--- config.mk ---
export PLATFORM = sky130hd
export DESIGN_NAME = pxr_ext_pages
export DESIGN_NICKNAME = d
export VERILOG_FILES = /design/src/common/pxr_pkg.sv /design/src/design/pxr_ext_pages.sv /design/src/design/pxr_port_ctl.sv /design/src/design/pxr_id_rom.sv
export SDC_FILE = /design/constraint.sdc
export NUM_CORES = 1
export LEC_CHECK = 0
export BUFFER_PORTS_ARGS = -buffer_cell sky130_fd_sc_hd__buf_2
export CORE_ASPECT_RATIO = 1.5
export CORE_MARGIN = 5
export CORE_UTILIZATION = 37
export CTS_BUF_LIST = sky130_fd_sc_hd__clkbuf_8
export CTS_CLUSTER_DIAMETER = 30
export CTS_CLUSTER_SIZE = 28
export DETAILED_ROUTE_END_ITERATION = 8
export HOLD_SLACK_MARGIN = 0.05
export PLACE_DENSITY = 0.69
export SLEW_MARGIN = 10
export SYNTH_ARGS = -nofsm -noshare
export SYNTH_HDL_FRONTEND = slang
export SYNTH_SLANG_ARGS = --single-unit
--- constraint.sdc ---
create_clock -name ref_clk_i -period 2.22 [get_ports ref_clk_i]
set_input_delay 0.333 -clock ref_clk_i [delete_from_list [all_inputs] [get_ports ref_clk_i]]
set_output_delay 0.333 -clock ref_clk_i [all_outputs]
set_load 0.02 [all_outputs]
--- src/common/pxr_pkg.sv ---
package pxr_pkg;

  // ************************************************************
  // Geometry and register addresses
  // ************************************************************
  localparam int          NUM_PORTS       = 3;
  localparam logic [3:0]  ADDR_SELECT     = 4'h7;
  localparam logic [3:0]  ADDR_EXT_0      = 4'h8;
  localparam logic [3:0]  ADDR_EXT_1      = 4'h9;
  localparam logic [3:0]  ADDR_VENDOR_HI  = 4'ha;
  localparam logic [3:0]  ADDR_VENDOR_MID = 4'hb;
  localparam logic [3:0]  ADDR_VENDOR_LO  = 4'hc;
  localparam logic [3:0]  ADDR_DIV_PROD   = 4'hd;
  localparam logic [3:0]  ADDR_PROD_LO    = 4'he;
  localparam logic [3:0]  ADDR_REVISION   = 4'hf;

  // ************************************************************
  // Page and port selector
  // ************************************************************
  localparam logic [2:0]  PAGE_PORT_STATUS = 3'h0;
  localparam logic [2:0]  PAGE_PRODUCT_ID  = 3'h1;
  localparam logic [2:0]  PAGE_RESET       = 3'h0;
  localparam logic [3:0]  PORT_RESET       = 4'h0;
  localparam logic [3:0]  PORT_MAX         = 4'h2;
  localparam int          SEL_PAGE_MSB     = 7;
  localparam int          SEL_PAGE_LSB     = 5;
  localparam int          SEL_PORT_MSB     = 3;
  localparam int          SEL_PORT_LSB     = 0;

  // ************************************************************
  // Port status fields (column 0 is the data MSB)
  // ************************************************************
  localparam int          ST_A_MSB   = 7;
  localparam int          ST_A_LSB   = 6;
  localparam int          ST_B_MSB   = 5;
  localparam int          ST_B_LSB   = 4;
  localparam int          ST_CHILD   = 3;
  localparam int          ST_CON     = 2;
  localparam int          ST_BIAS    = 1;
  localparam int          ST_DIS     = 0;
  localparam int          CT_SPD_MSB = 7;
  localparam int          CT_SPD_LSB = 5;
  localparam int          CT_INT_EN  = 4;
  localparam int          CT_FAULT   = 3;

  // ************************************************************
  // Identification page contents
  // ************************************************************
  localparam logic [7:0]  COMPLIANCE_LEVEL = 8'h01;
  localparam int          ID_DIV_MSB       = 7;
  localparam int          ID_DIV_LSB       = 2;
  localparam int          ID_PRH_MSB       = 1;
  localparam int          ID_PRH_LSB       = 0;
  localparam int          ID_MAJ_MSB       = 7;
  localparam int          ID_MAJ_LSB       = 4;
  localparam int          ID_MIN_MSB       = 3;
  localparam int          ID_MIN_LSB       = 0;
  localparam logic [7:0]  BYTE_ZERO        = 8'h00;

endpackage

--- src/design/pxr_ext_pages.sv ---
// Summary of operation
// - Three-bit page selector, zero after reset
// - Four-bit port selector, ports zero to two
// - Port above two: writes ignored, reads zero
// - Reserved bits ignore writes, read zero
// - Pair A line state in status byte
// - Pair B line state, same encoding
// - Child bit: one child, zero parent
// - Connected bit reflects peer connection
// - Filtered bias detect bit
// - Writable port disable, reset from strap
// - Negotiated speed field at second address
// - Six-bit division code on identification page
// - Ten-bit product code, high and low
// - Major and minor silicon revision numbers
// - Division and product match test port codes
// - Port event on enabled port changes
module pxr_ext_pages
  import pxr_pkg::*;
#(
  parameter logic [23:0] VENDOR_ID = 24'h123456,
  parameter logic [5:0]  DIVISION  = 6'h15,
  parameter logic [9:0]  PRODUCT   = 10'h2a5,
  parameter logic [3:0]  REV_MAJOR = 4'h3,
  parameter logic [3:0]  REV_MINOR = 4'h0
)
(
  input  wire logic       ref_clk_i,
  input  wire logic       rst_i,
  input  wire logic       reg_wr_i,
  input  wire logic       reg_rd_i,
  input  wire logic [3:0] reg_addr_i,
  input  wire logic [7:0] reg_wdata_i,
  output logic      [7:0] reg_rdata_o,
  output logic            reg_rvalid_o,
  input  wire logic [5:0] pair_a_line_state_i,
  input  wire logic [5:0] pair_b_line_state_i,
  input  wire logic [2:0] port_child_i,
  input  wire logic [2:0] port_connected_i,
  input  wire logic [2:0] port_bias_i,
  input  wire logic [8:0] port_speed_i,
  input  wire logic [2:0] port_fault_set_i,
  input  wire logic [2:0] port_off_strap_i,
  output logic      [2:0] port_disabled_o,
  output logic            port_event_set_o,
  output logic      [5:0] jtag_division_o,
  output logic      [9:0] jtag_product_o
);

  // ************************************************************
  // Selector register
  // ************************************************************
  logic [2:0] page_reg, page_next;
  logic [3:0] port_reg, port_next;
  logic       port_ok;

  assign port_ok = (port_reg <= PORT_MAX);

  // The selector is kept outside the paged window so it is always writable.
  always_comb begin
    page_next = page_reg;
    port_next = port_reg;
    if (reg_wr_i && reg_addr_i == ADDR_SELECT) begin
      page_next = reg_wdata_i[SEL_PAGE_MSB:SEL_PAGE_LSB];
      port_next = reg_wdata_i[SEL_PORT_MSB:SEL_PORT_LSB];
    end
  end

  always_ff @(posedge ref_clk_i or posedge rst_i) begin
    if (rst_i) begin
      page_reg <= PAGE_RESET;
      port_reg <= PORT_RESET;
    end else begin
      page_reg <= page_next;
      port_reg <= port_next;
    end
  end

  // ************************************************************
  // Per-port control and event logic
  // ************************************************************
  logic [2:0] wr_stat;
  logic [2:0] wr_ctl;
  logic [2:0] dis;
  logic [2:0] int_en;
  logic [2:0] fault;
  logic [2:0] evt;
  logic       page_write;

  // Writes reach a port only on the status page with a legal port number.
  assign page_write = reg_wr_i && page_reg == PAGE_PORT_STATUS && port_ok;

  genvar gi;
  generate
    for (gi = 0; gi < NUM_PORTS; gi++) begin : g_port
      assign wr_stat[gi] = page_write && reg_addr_i == ADDR_EXT_0
                           && port_reg == 4'(gi);
      assign wr_ctl[gi]  = page_write && reg_addr_i == ADDR_EXT_1
                           && port_reg == 4'(gi);
      pxr_port_ctl u_port (
        .ref_clk_i   (ref_clk_i),
        .rst_i       (rst_i),
        .strap_i     (port_off_strap_i[gi]),
        .wr_stat_i   (wr_stat[gi]),
        .wr_ctl_i    (wr_ctl[gi]),
        .wr_data_i   (reg_wdata_i),
        .con_i       (port_connected_i[gi]),
        .bias_i      (port_bias_i[gi]),
        .fault_set_i (port_fault_set_i[gi]),
        .dis_o       (dis[gi]),
        .int_en_o    (int_en[gi]),
        .fault_o     (fault[gi]),
        .event_o     (evt[gi])
      );
    end
  endgenerate

  assign port_disabled_o  = dis;
  assign port_event_set_o = |evt;

  // ************************************************************
  // Read path
  // ************************************************************
  logic [7:0] id_byte;
  logic [7:0] stat_byte;
  logic [1:0] sel;
  logic [7:0] rdata_reg, rdata_next;
  logic       rvalid_reg, rvalid_next;

  assign sel = port_reg[1:0];

  pxr_id_rom #(
    .VENDOR_ID (VENDOR_ID),
    .DIVISION  (DIVISION),
    .PRODUCT   (PRODUCT),
    .REV_MAJOR (REV_MAJOR),
    .REV_MINOR (REV_MINOR)
  ) u_id (
    .addr_i (reg_addr_i),
    .data_o (id_byte)
  );

  // Test port sees the very same constants as the identification page.
  assign jtag_division_o = DIVISION;
  assign jtag_product_o  = PRODUCT;

  // Status page byte for the selected port; unused bits stay zero.
  always_comb begin
    stat_byte = BYTE_ZERO;
    case (reg_addr_i)
      ADDR_EXT_0: begin
        stat_byte[ST_A_MSB:ST_A_LSB] = pair_a_line_state_i[2*sel +: 2];
        stat_byte[ST_B_MSB:ST_B_LSB] = pair_b_line_state_i[2*sel +: 2];
        stat_byte[ST_CHILD]          = port_child_i[sel];
        stat_byte[ST_CON]            = port_connected_i[sel];
        stat_byte[ST_BIAS]           = port_bias_i[sel];
        stat_byte[ST_DIS]            = dis[sel];
      end
      ADDR_EXT_1: begin
        stat_byte[CT_SPD_MSB:CT_SPD_LSB] = port_speed_i[3*sel +: 3];
        stat_byte[CT_INT_EN]             = int_en[sel];
        stat_byte[CT_FAULT]              = fault[sel];
      end
      default: stat_byte = BYTE_ZERO;
    endcase
  end

  // Read data is registered: one cycle after the request.
  always_comb begin
    rvalid_next = reg_rd_i;
    rdata_next  = rdata_reg;
    if (reg_rd_i) begin
      rdata_next = BYTE_ZERO;
      if (reg_addr_i == ADDR_SELECT) begin
        rdata_next[SEL_PAGE_MSB:SEL_PAGE_LSB] = page_reg;
        rdata_next[SEL_PORT_MSB:SEL_PORT_LSB] = port_reg;
      end else if (reg_addr_i >= ADDR_EXT_0 && port_ok) begin
        if (page_reg == PAGE_PORT_STATUS) begin
          rdata_next = stat_byte;
        end else if (page_reg == PAGE_PRODUCT_ID) begin
          rdata_next = id_byte;
        end
      end
    end
  end

  always_ff @(posedge ref_clk_i or posedge rst_i) begin
    if (rst_i) begin
      rdata_reg  <= BYTE_ZERO;
      rvalid_reg <= 1'b0;
    end else begin
      rdata_reg  <= rdata_next;
      rvalid_reg <= rvalid_next;
    end
  end

  assign reg_rdata_o  = rdata_reg;
  assign reg_rvalid_o = rvalid_reg;

endmodule

--- src/design/pxr_port_ctl.sv ---
module pxr_port_ctl
  import pxr_pkg::*;
(
  input  wire logic       ref_clk_i,
  input  wire logic       rst_i,
  input  wire logic       strap_i,
  input  wire logic       wr_stat_i,
  input  wire logic       wr_ctl_i,
  input  wire logic [7:0] wr_data_i,
  input  wire logic       con_i,
  input  wire logic       bias_i,
  input  wire logic       fault_set_i,
  output logic            dis_o,
  output logic            int_en_o,
  output logic            fault_o,
  output logic            event_o
);

  logic       dis_reg,    dis_next;
  logic       int_en_reg, int_en_next;
  logic       fault_reg,  fault_next;
  logic       loaded_reg, loaded_next;
  logic [3:0] prev_reg,   prev_next;
  logic       event_reg,  event_next;
  logic [3:0] now_state;

  assign now_state = {con_i, bias_i, dis_reg, fault_reg};

  // Next-state logic. The strap is caught on the first edge after reset release, since an
  // asynchronous reset may only load constants.
  always_comb begin
    dis_next    = dis_reg;
    int_en_next = int_en_reg;
    fault_next  = fault_reg;
    loaded_next = 1'b1;
    prev_next   = now_state;
    event_next  = int_en_reg && (now_state != prev_reg);
    if (!loaded_reg) begin
      dis_next   = strap_i;
      event_next = 1'b0;
    end else if (wr_stat_i) begin
      dis_next = wr_data_i[ST_DIS];
    end
    if (wr_ctl_i) begin
      int_en_next = wr_data_i[CT_INT_EN];
      if (wr_data_i[CT_FAULT]) begin
        fault_next = 1'b0;
      end
    end
    // A fault arriving with a clear wins over the clear.
    if (fault_set_i) begin
      fault_next = 1'b1;
    end
  end

  // State registers.
  always_ff @(posedge ref_clk_i or posedge rst_i) begin
    if (rst_i) begin
      dis_reg    <= 1'b0;
      int_en_reg <= 1'b0;
      fault_reg  <= 1'b0;
      loaded_reg <= 1'b0;
      prev_reg   <= 4'h0;
      event_reg  <= 1'b0;
    end else begin
      dis_reg    <= dis_next;
      int_en_reg <= int_en_next;
      fault_reg  <= fault_next;
      loaded_reg <= loaded_next;
      prev_reg   <= prev_next;
      event_reg  <= event_next;
    end
  end

  assign dis_o    = dis_reg;
  assign int_en_o = int_en_reg;
  assign fault_o  = fault_reg;
  assign event_o  = event_reg;

endmodule

--- src/design/pxr_id_rom.sv ---
module pxr_id_rom
  import pxr_pkg::*;
#(
  parameter logic [23:0] VENDOR_ID  = 24'h123456,
  parameter logic [5:0]  DIVISION   = 6'h15,
  parameter logic [9:0]  PRODUCT    = 10'h2a5,
  parameter logic [3:0]  REV_MAJOR  = 4'h3,
  parameter logic [3:0]  REV_MINOR  = 4'h0
)
(
  input  wire logic [3:0] addr_i,
  output logic      [7:0] data_o
);

  // Identification bytes. Every default above is arbitrary and neutral.
  always_comb begin
    data_o = BYTE_ZERO;
    case (addr_i)
      ADDR_EXT_0:      data_o = COMPLIANCE_LEVEL;
      ADDR_VENDOR_HI:  data_o = VENDOR_ID[23:16];
      ADDR_VENDOR_MID: data_o = VENDOR_ID[15:8];
      ADDR_VENDOR_LO:  data_o = VENDOR_ID[7:0];
      ADDR_DIV_PROD: begin
        data_o[ID_DIV_MSB:ID_DIV_LSB] = DIVISION;
        data_o[ID_PRH_MSB:ID_PRH_LSB] = PRODUCT[9:8];
      end
      ADDR_PROD_LO:    data_o = PRODUCT[7:0];
      ADDR_REVISION: begin
        data_o[ID_MAJ_MSB:ID_MAJ_LSB] = REV_MAJOR;
        data_o[ID_MIN_MSB:ID_MIN_LSB] = REV_MINOR;
      end
      default:         data_o = BYTE_ZERO;
    endcase
  end

endmodule

==> impl_metrics.tcl <==
set metrics [dict create \
    synth_top_area_share_pct 42.0 \
    synthArstFlopShare_pct 100 \
    vdd_drop_max_v 0.000302 \
    worst-r2r-cell-count 4 \
    clock_sinks 41 \
    n_antenna_cell 0 \
    yosysWarnings 0 \
    cap_violations 0 \
    slowest_delay_ns 0.48 \
    clk_latency_ns 0.30 \
    arrival_ns 1.98 \
    hp-class "primary input to asynchronous set/reset pin" \
    wl_per_cell_um 15.5 \
    grt_max_degree 42 \
    grt_pass1_wl_mm 9.36 \
    synthTopCellsByCount "dfrtp_1 (41), nand2_1 (23), buf_4 (20), nor2_1 (19)" \
    ys_dominant_reg_cell "dfrtp_1" \
    ys_seq_elements 41 \
    slew_headroom_pct 61.1 \
    fp-row-count 36 \
    stdcell_area_sq_mm 0.00278 \
    ys_top_cells_by_area "dfrtp_1 (42%), mux2i_1 (7.0%), buf_4 (6.1%)" \
    via_per_inst 5.19 \
    finClkSkew_ns 0.00913 \
    via_count 1999 \
    numPlacedInstances 377 \
    crit_chain "nor4b_1 -> and3_1 -> and2_1 -> mux2_2" \
    stdcell_count 385 \
    syn_inst 249 \
    clk_pin_slew_ns 0.08 \
    first_iter_violations 91 \
    grt_overflow 0 \
    cp-end-kind "flip-flop" \
    finalWorstPathRequiredPeriod_ns 1.79 \
    multiInputGateArea_sq_mm 0.00118 \
    p_leak_nw 1.30 \
    synth.distinct_cells 45 \
    grt_usage_pct 14.3 \
    critPathSlowestCell "nor4b_1" \
    dr.pass1.iters 4 \
    crit_family "simple AND/OR/NAND/NOR gates" \
    avgSynthCellArea_sq_um 9.81 \
    holdBufCountCts 0 \
    io_buffers 64 \
    clockBufferDepth 2 \
    syn_area_sq_mm 0.00244 \
    rsz0062_at_grt "false" \
    die_h_um 110 \
    crit_type "flip-flop to flip-flop" \
    finalMaxSlewViolations 0 \
    fmax_ghz 0.558 \
    finalCritPeriodShare_pct 80.8 \
    h-tree-depth 2 \
    fin_nets 360 \
    cts_tree "built" \
    dpl_cell_area_sq_mm 0.00269 \
    grt_pass1_vias 1929 \
    area_delta_synth_final_pct 13.9 \
    die_w_um 76.4 \
    ctsResizeCount 0 \
    core_sq_mm 0.00649 \
    startpoint_type "flip-flop" \
    dieArea_sq_mm 0.00836 \
    drc 0 \
    yosysSeqAreaShare_pct 42.0 \
    cts_root_buffer "clkbuf_8" \
    synth_most_common_cell "dfrtp_1" \
    gp_congestion 0.866 \
    largest_register_ffs 12 \
    worstPathRequired_ns 2.41 \
    critPathBufInv 0 \
    worstMarginPinSlew_ns 0.575 \
    synth_edf_count 0 \
    drive_gt1_share_pct 30.4 \
    start_util_pct 37.7 \
    final-seq-area_sq_mm 0.00103 \
    cts_setup_buffers 0 \
    pwr_density_cell_mw_per_mm2 711 \
    numCtsBuffers 5 \
    timing.setup.tns_ns 0 \
    ios 81 \
    r2r-start "port_reg[3]" \
    synth_top_cell_by_area "dfrtp_1" \
    detailed_place_hpwl_mm 4.72 \
    rrSetupSlack_ns 0.43 \
    critPathMaxFanout 4 \
    fillCellCount 657 \
    status "finished, final reports clean" \
    ant_nets 0 \
    final_hold_viol_count 0 \
    wirelength_mm 5.95 \
    reg2reg_to "g_port[0].u_port.int_en_o" \
    antenna_found_initial 0 \
    finalSetupViolations 0 \
]
==> where the power goes <==
part,internal [mW],switching (mW),total [mW]
clock network,0.252,0.267,0.519
logic,0.240,0.330,0.570
registers,0.817,0.0713,0.888
==> worst reg2reg max path, stage by stage (launching register included) <==
cell and delay, ns:
dfrtp_1 0.42, nor4b_1 0.49, and3_1 0.28, and2_1 0.16
mux2_2 0.33
==> metrics by stage <==
| stage | util, % | worst slack [ns] | hold slack [ns] | power, mW |
|---|---|---|---|---|
| 2_1_floorplan | - | 0.611 | 0.364 | 1.34 |
| 3_3_place_gp | 41.4 | 0.444 | 0.445 | 1.46 |
| 3_5_place_dp | 41.4 | 0.390 | 0.452 | 1.47 |
| 4_1_cts | 42.9 | 0.445 | 0.157 | 1.99 |
| 5_1_grt | 42.9 | 0.298 | 0.173 | 2.08 |
| 6_report | 42.9 | 0.427 | 0.139 | 1.98 |
==> cell families after synthesis <==
kind of cell / count (synthesis) / share of synthesized area [%]
compound gates: 51 / 12.8
flops: 41 / 42.0
other cells: 2 / 0.307
simple gates: 77 / 16.5
mux: 27 / 11.6
xor+xnor: 13 / 4.66
buf+inv: 38 / 12.1
==> layer usage <==
layer | GRT usage (%) | vias up | wire [um] | part of all wire (%)
li1 | - | 956 | - | -
met1 | 15.0 | 946 | 2210 | 37
met2 | 26.3 | 76 | 3150 | 53
met3 | 2.95 | 21 | 342 | 5.7
met4 | 8.13 | 0 | 246 | 4.1
met5 | 0 | - | 0 | 0
==> worst max path at each step <==
stage	startpoint	slack (ns)	to	cells past startpoint
floorplan	port_reg[3]	0.61	g_port[0].u_port.int_en_o	4
global placement	reg_addr_i[1]	0.44	g_port[0].u_port.dis_o	6
detailed placement	reg_addr_i[1]	0.39	g_port[1].u_port.dis_o	6
CTS	port_reg[3]	0.45	g_port[0].u_port.int_en_o	4
global route	port_reg[3]	0.30	g_port[0].u_port.int_en_o	4
finish	port_reg[3]	0.43	g_port[0].u_port.int_en_o	4
==> cell usage in the layout, fill, tap and decap left out, types with 12 or more instances in the layout <==
cell type | netlist | layout
conb_1 | 2 | 17
o21ai_0 | 17 | 17
nand3_1 | 12 | 12
a21oi_1 | 12 | 12
nand2_1 | 23 | 23
nor2_1 | 19 | 19
dfrtp_1 | 41 | 41
xnor2_1 | 12 | 12
mux2i_1 | 17 | 17
buf_2 | 2 | 64
==> cell type report <==
cell class,count,share of cell area (%)
clock buffers,6,2.97
clock inverters,2,0.495
inverters,4,0.540
multi-input cells,185,42.3
flip-flops and latches,41,36.9
well taps,76,3.42
repair buffers,71,13.4
Power figures use the tool's default switching activity.
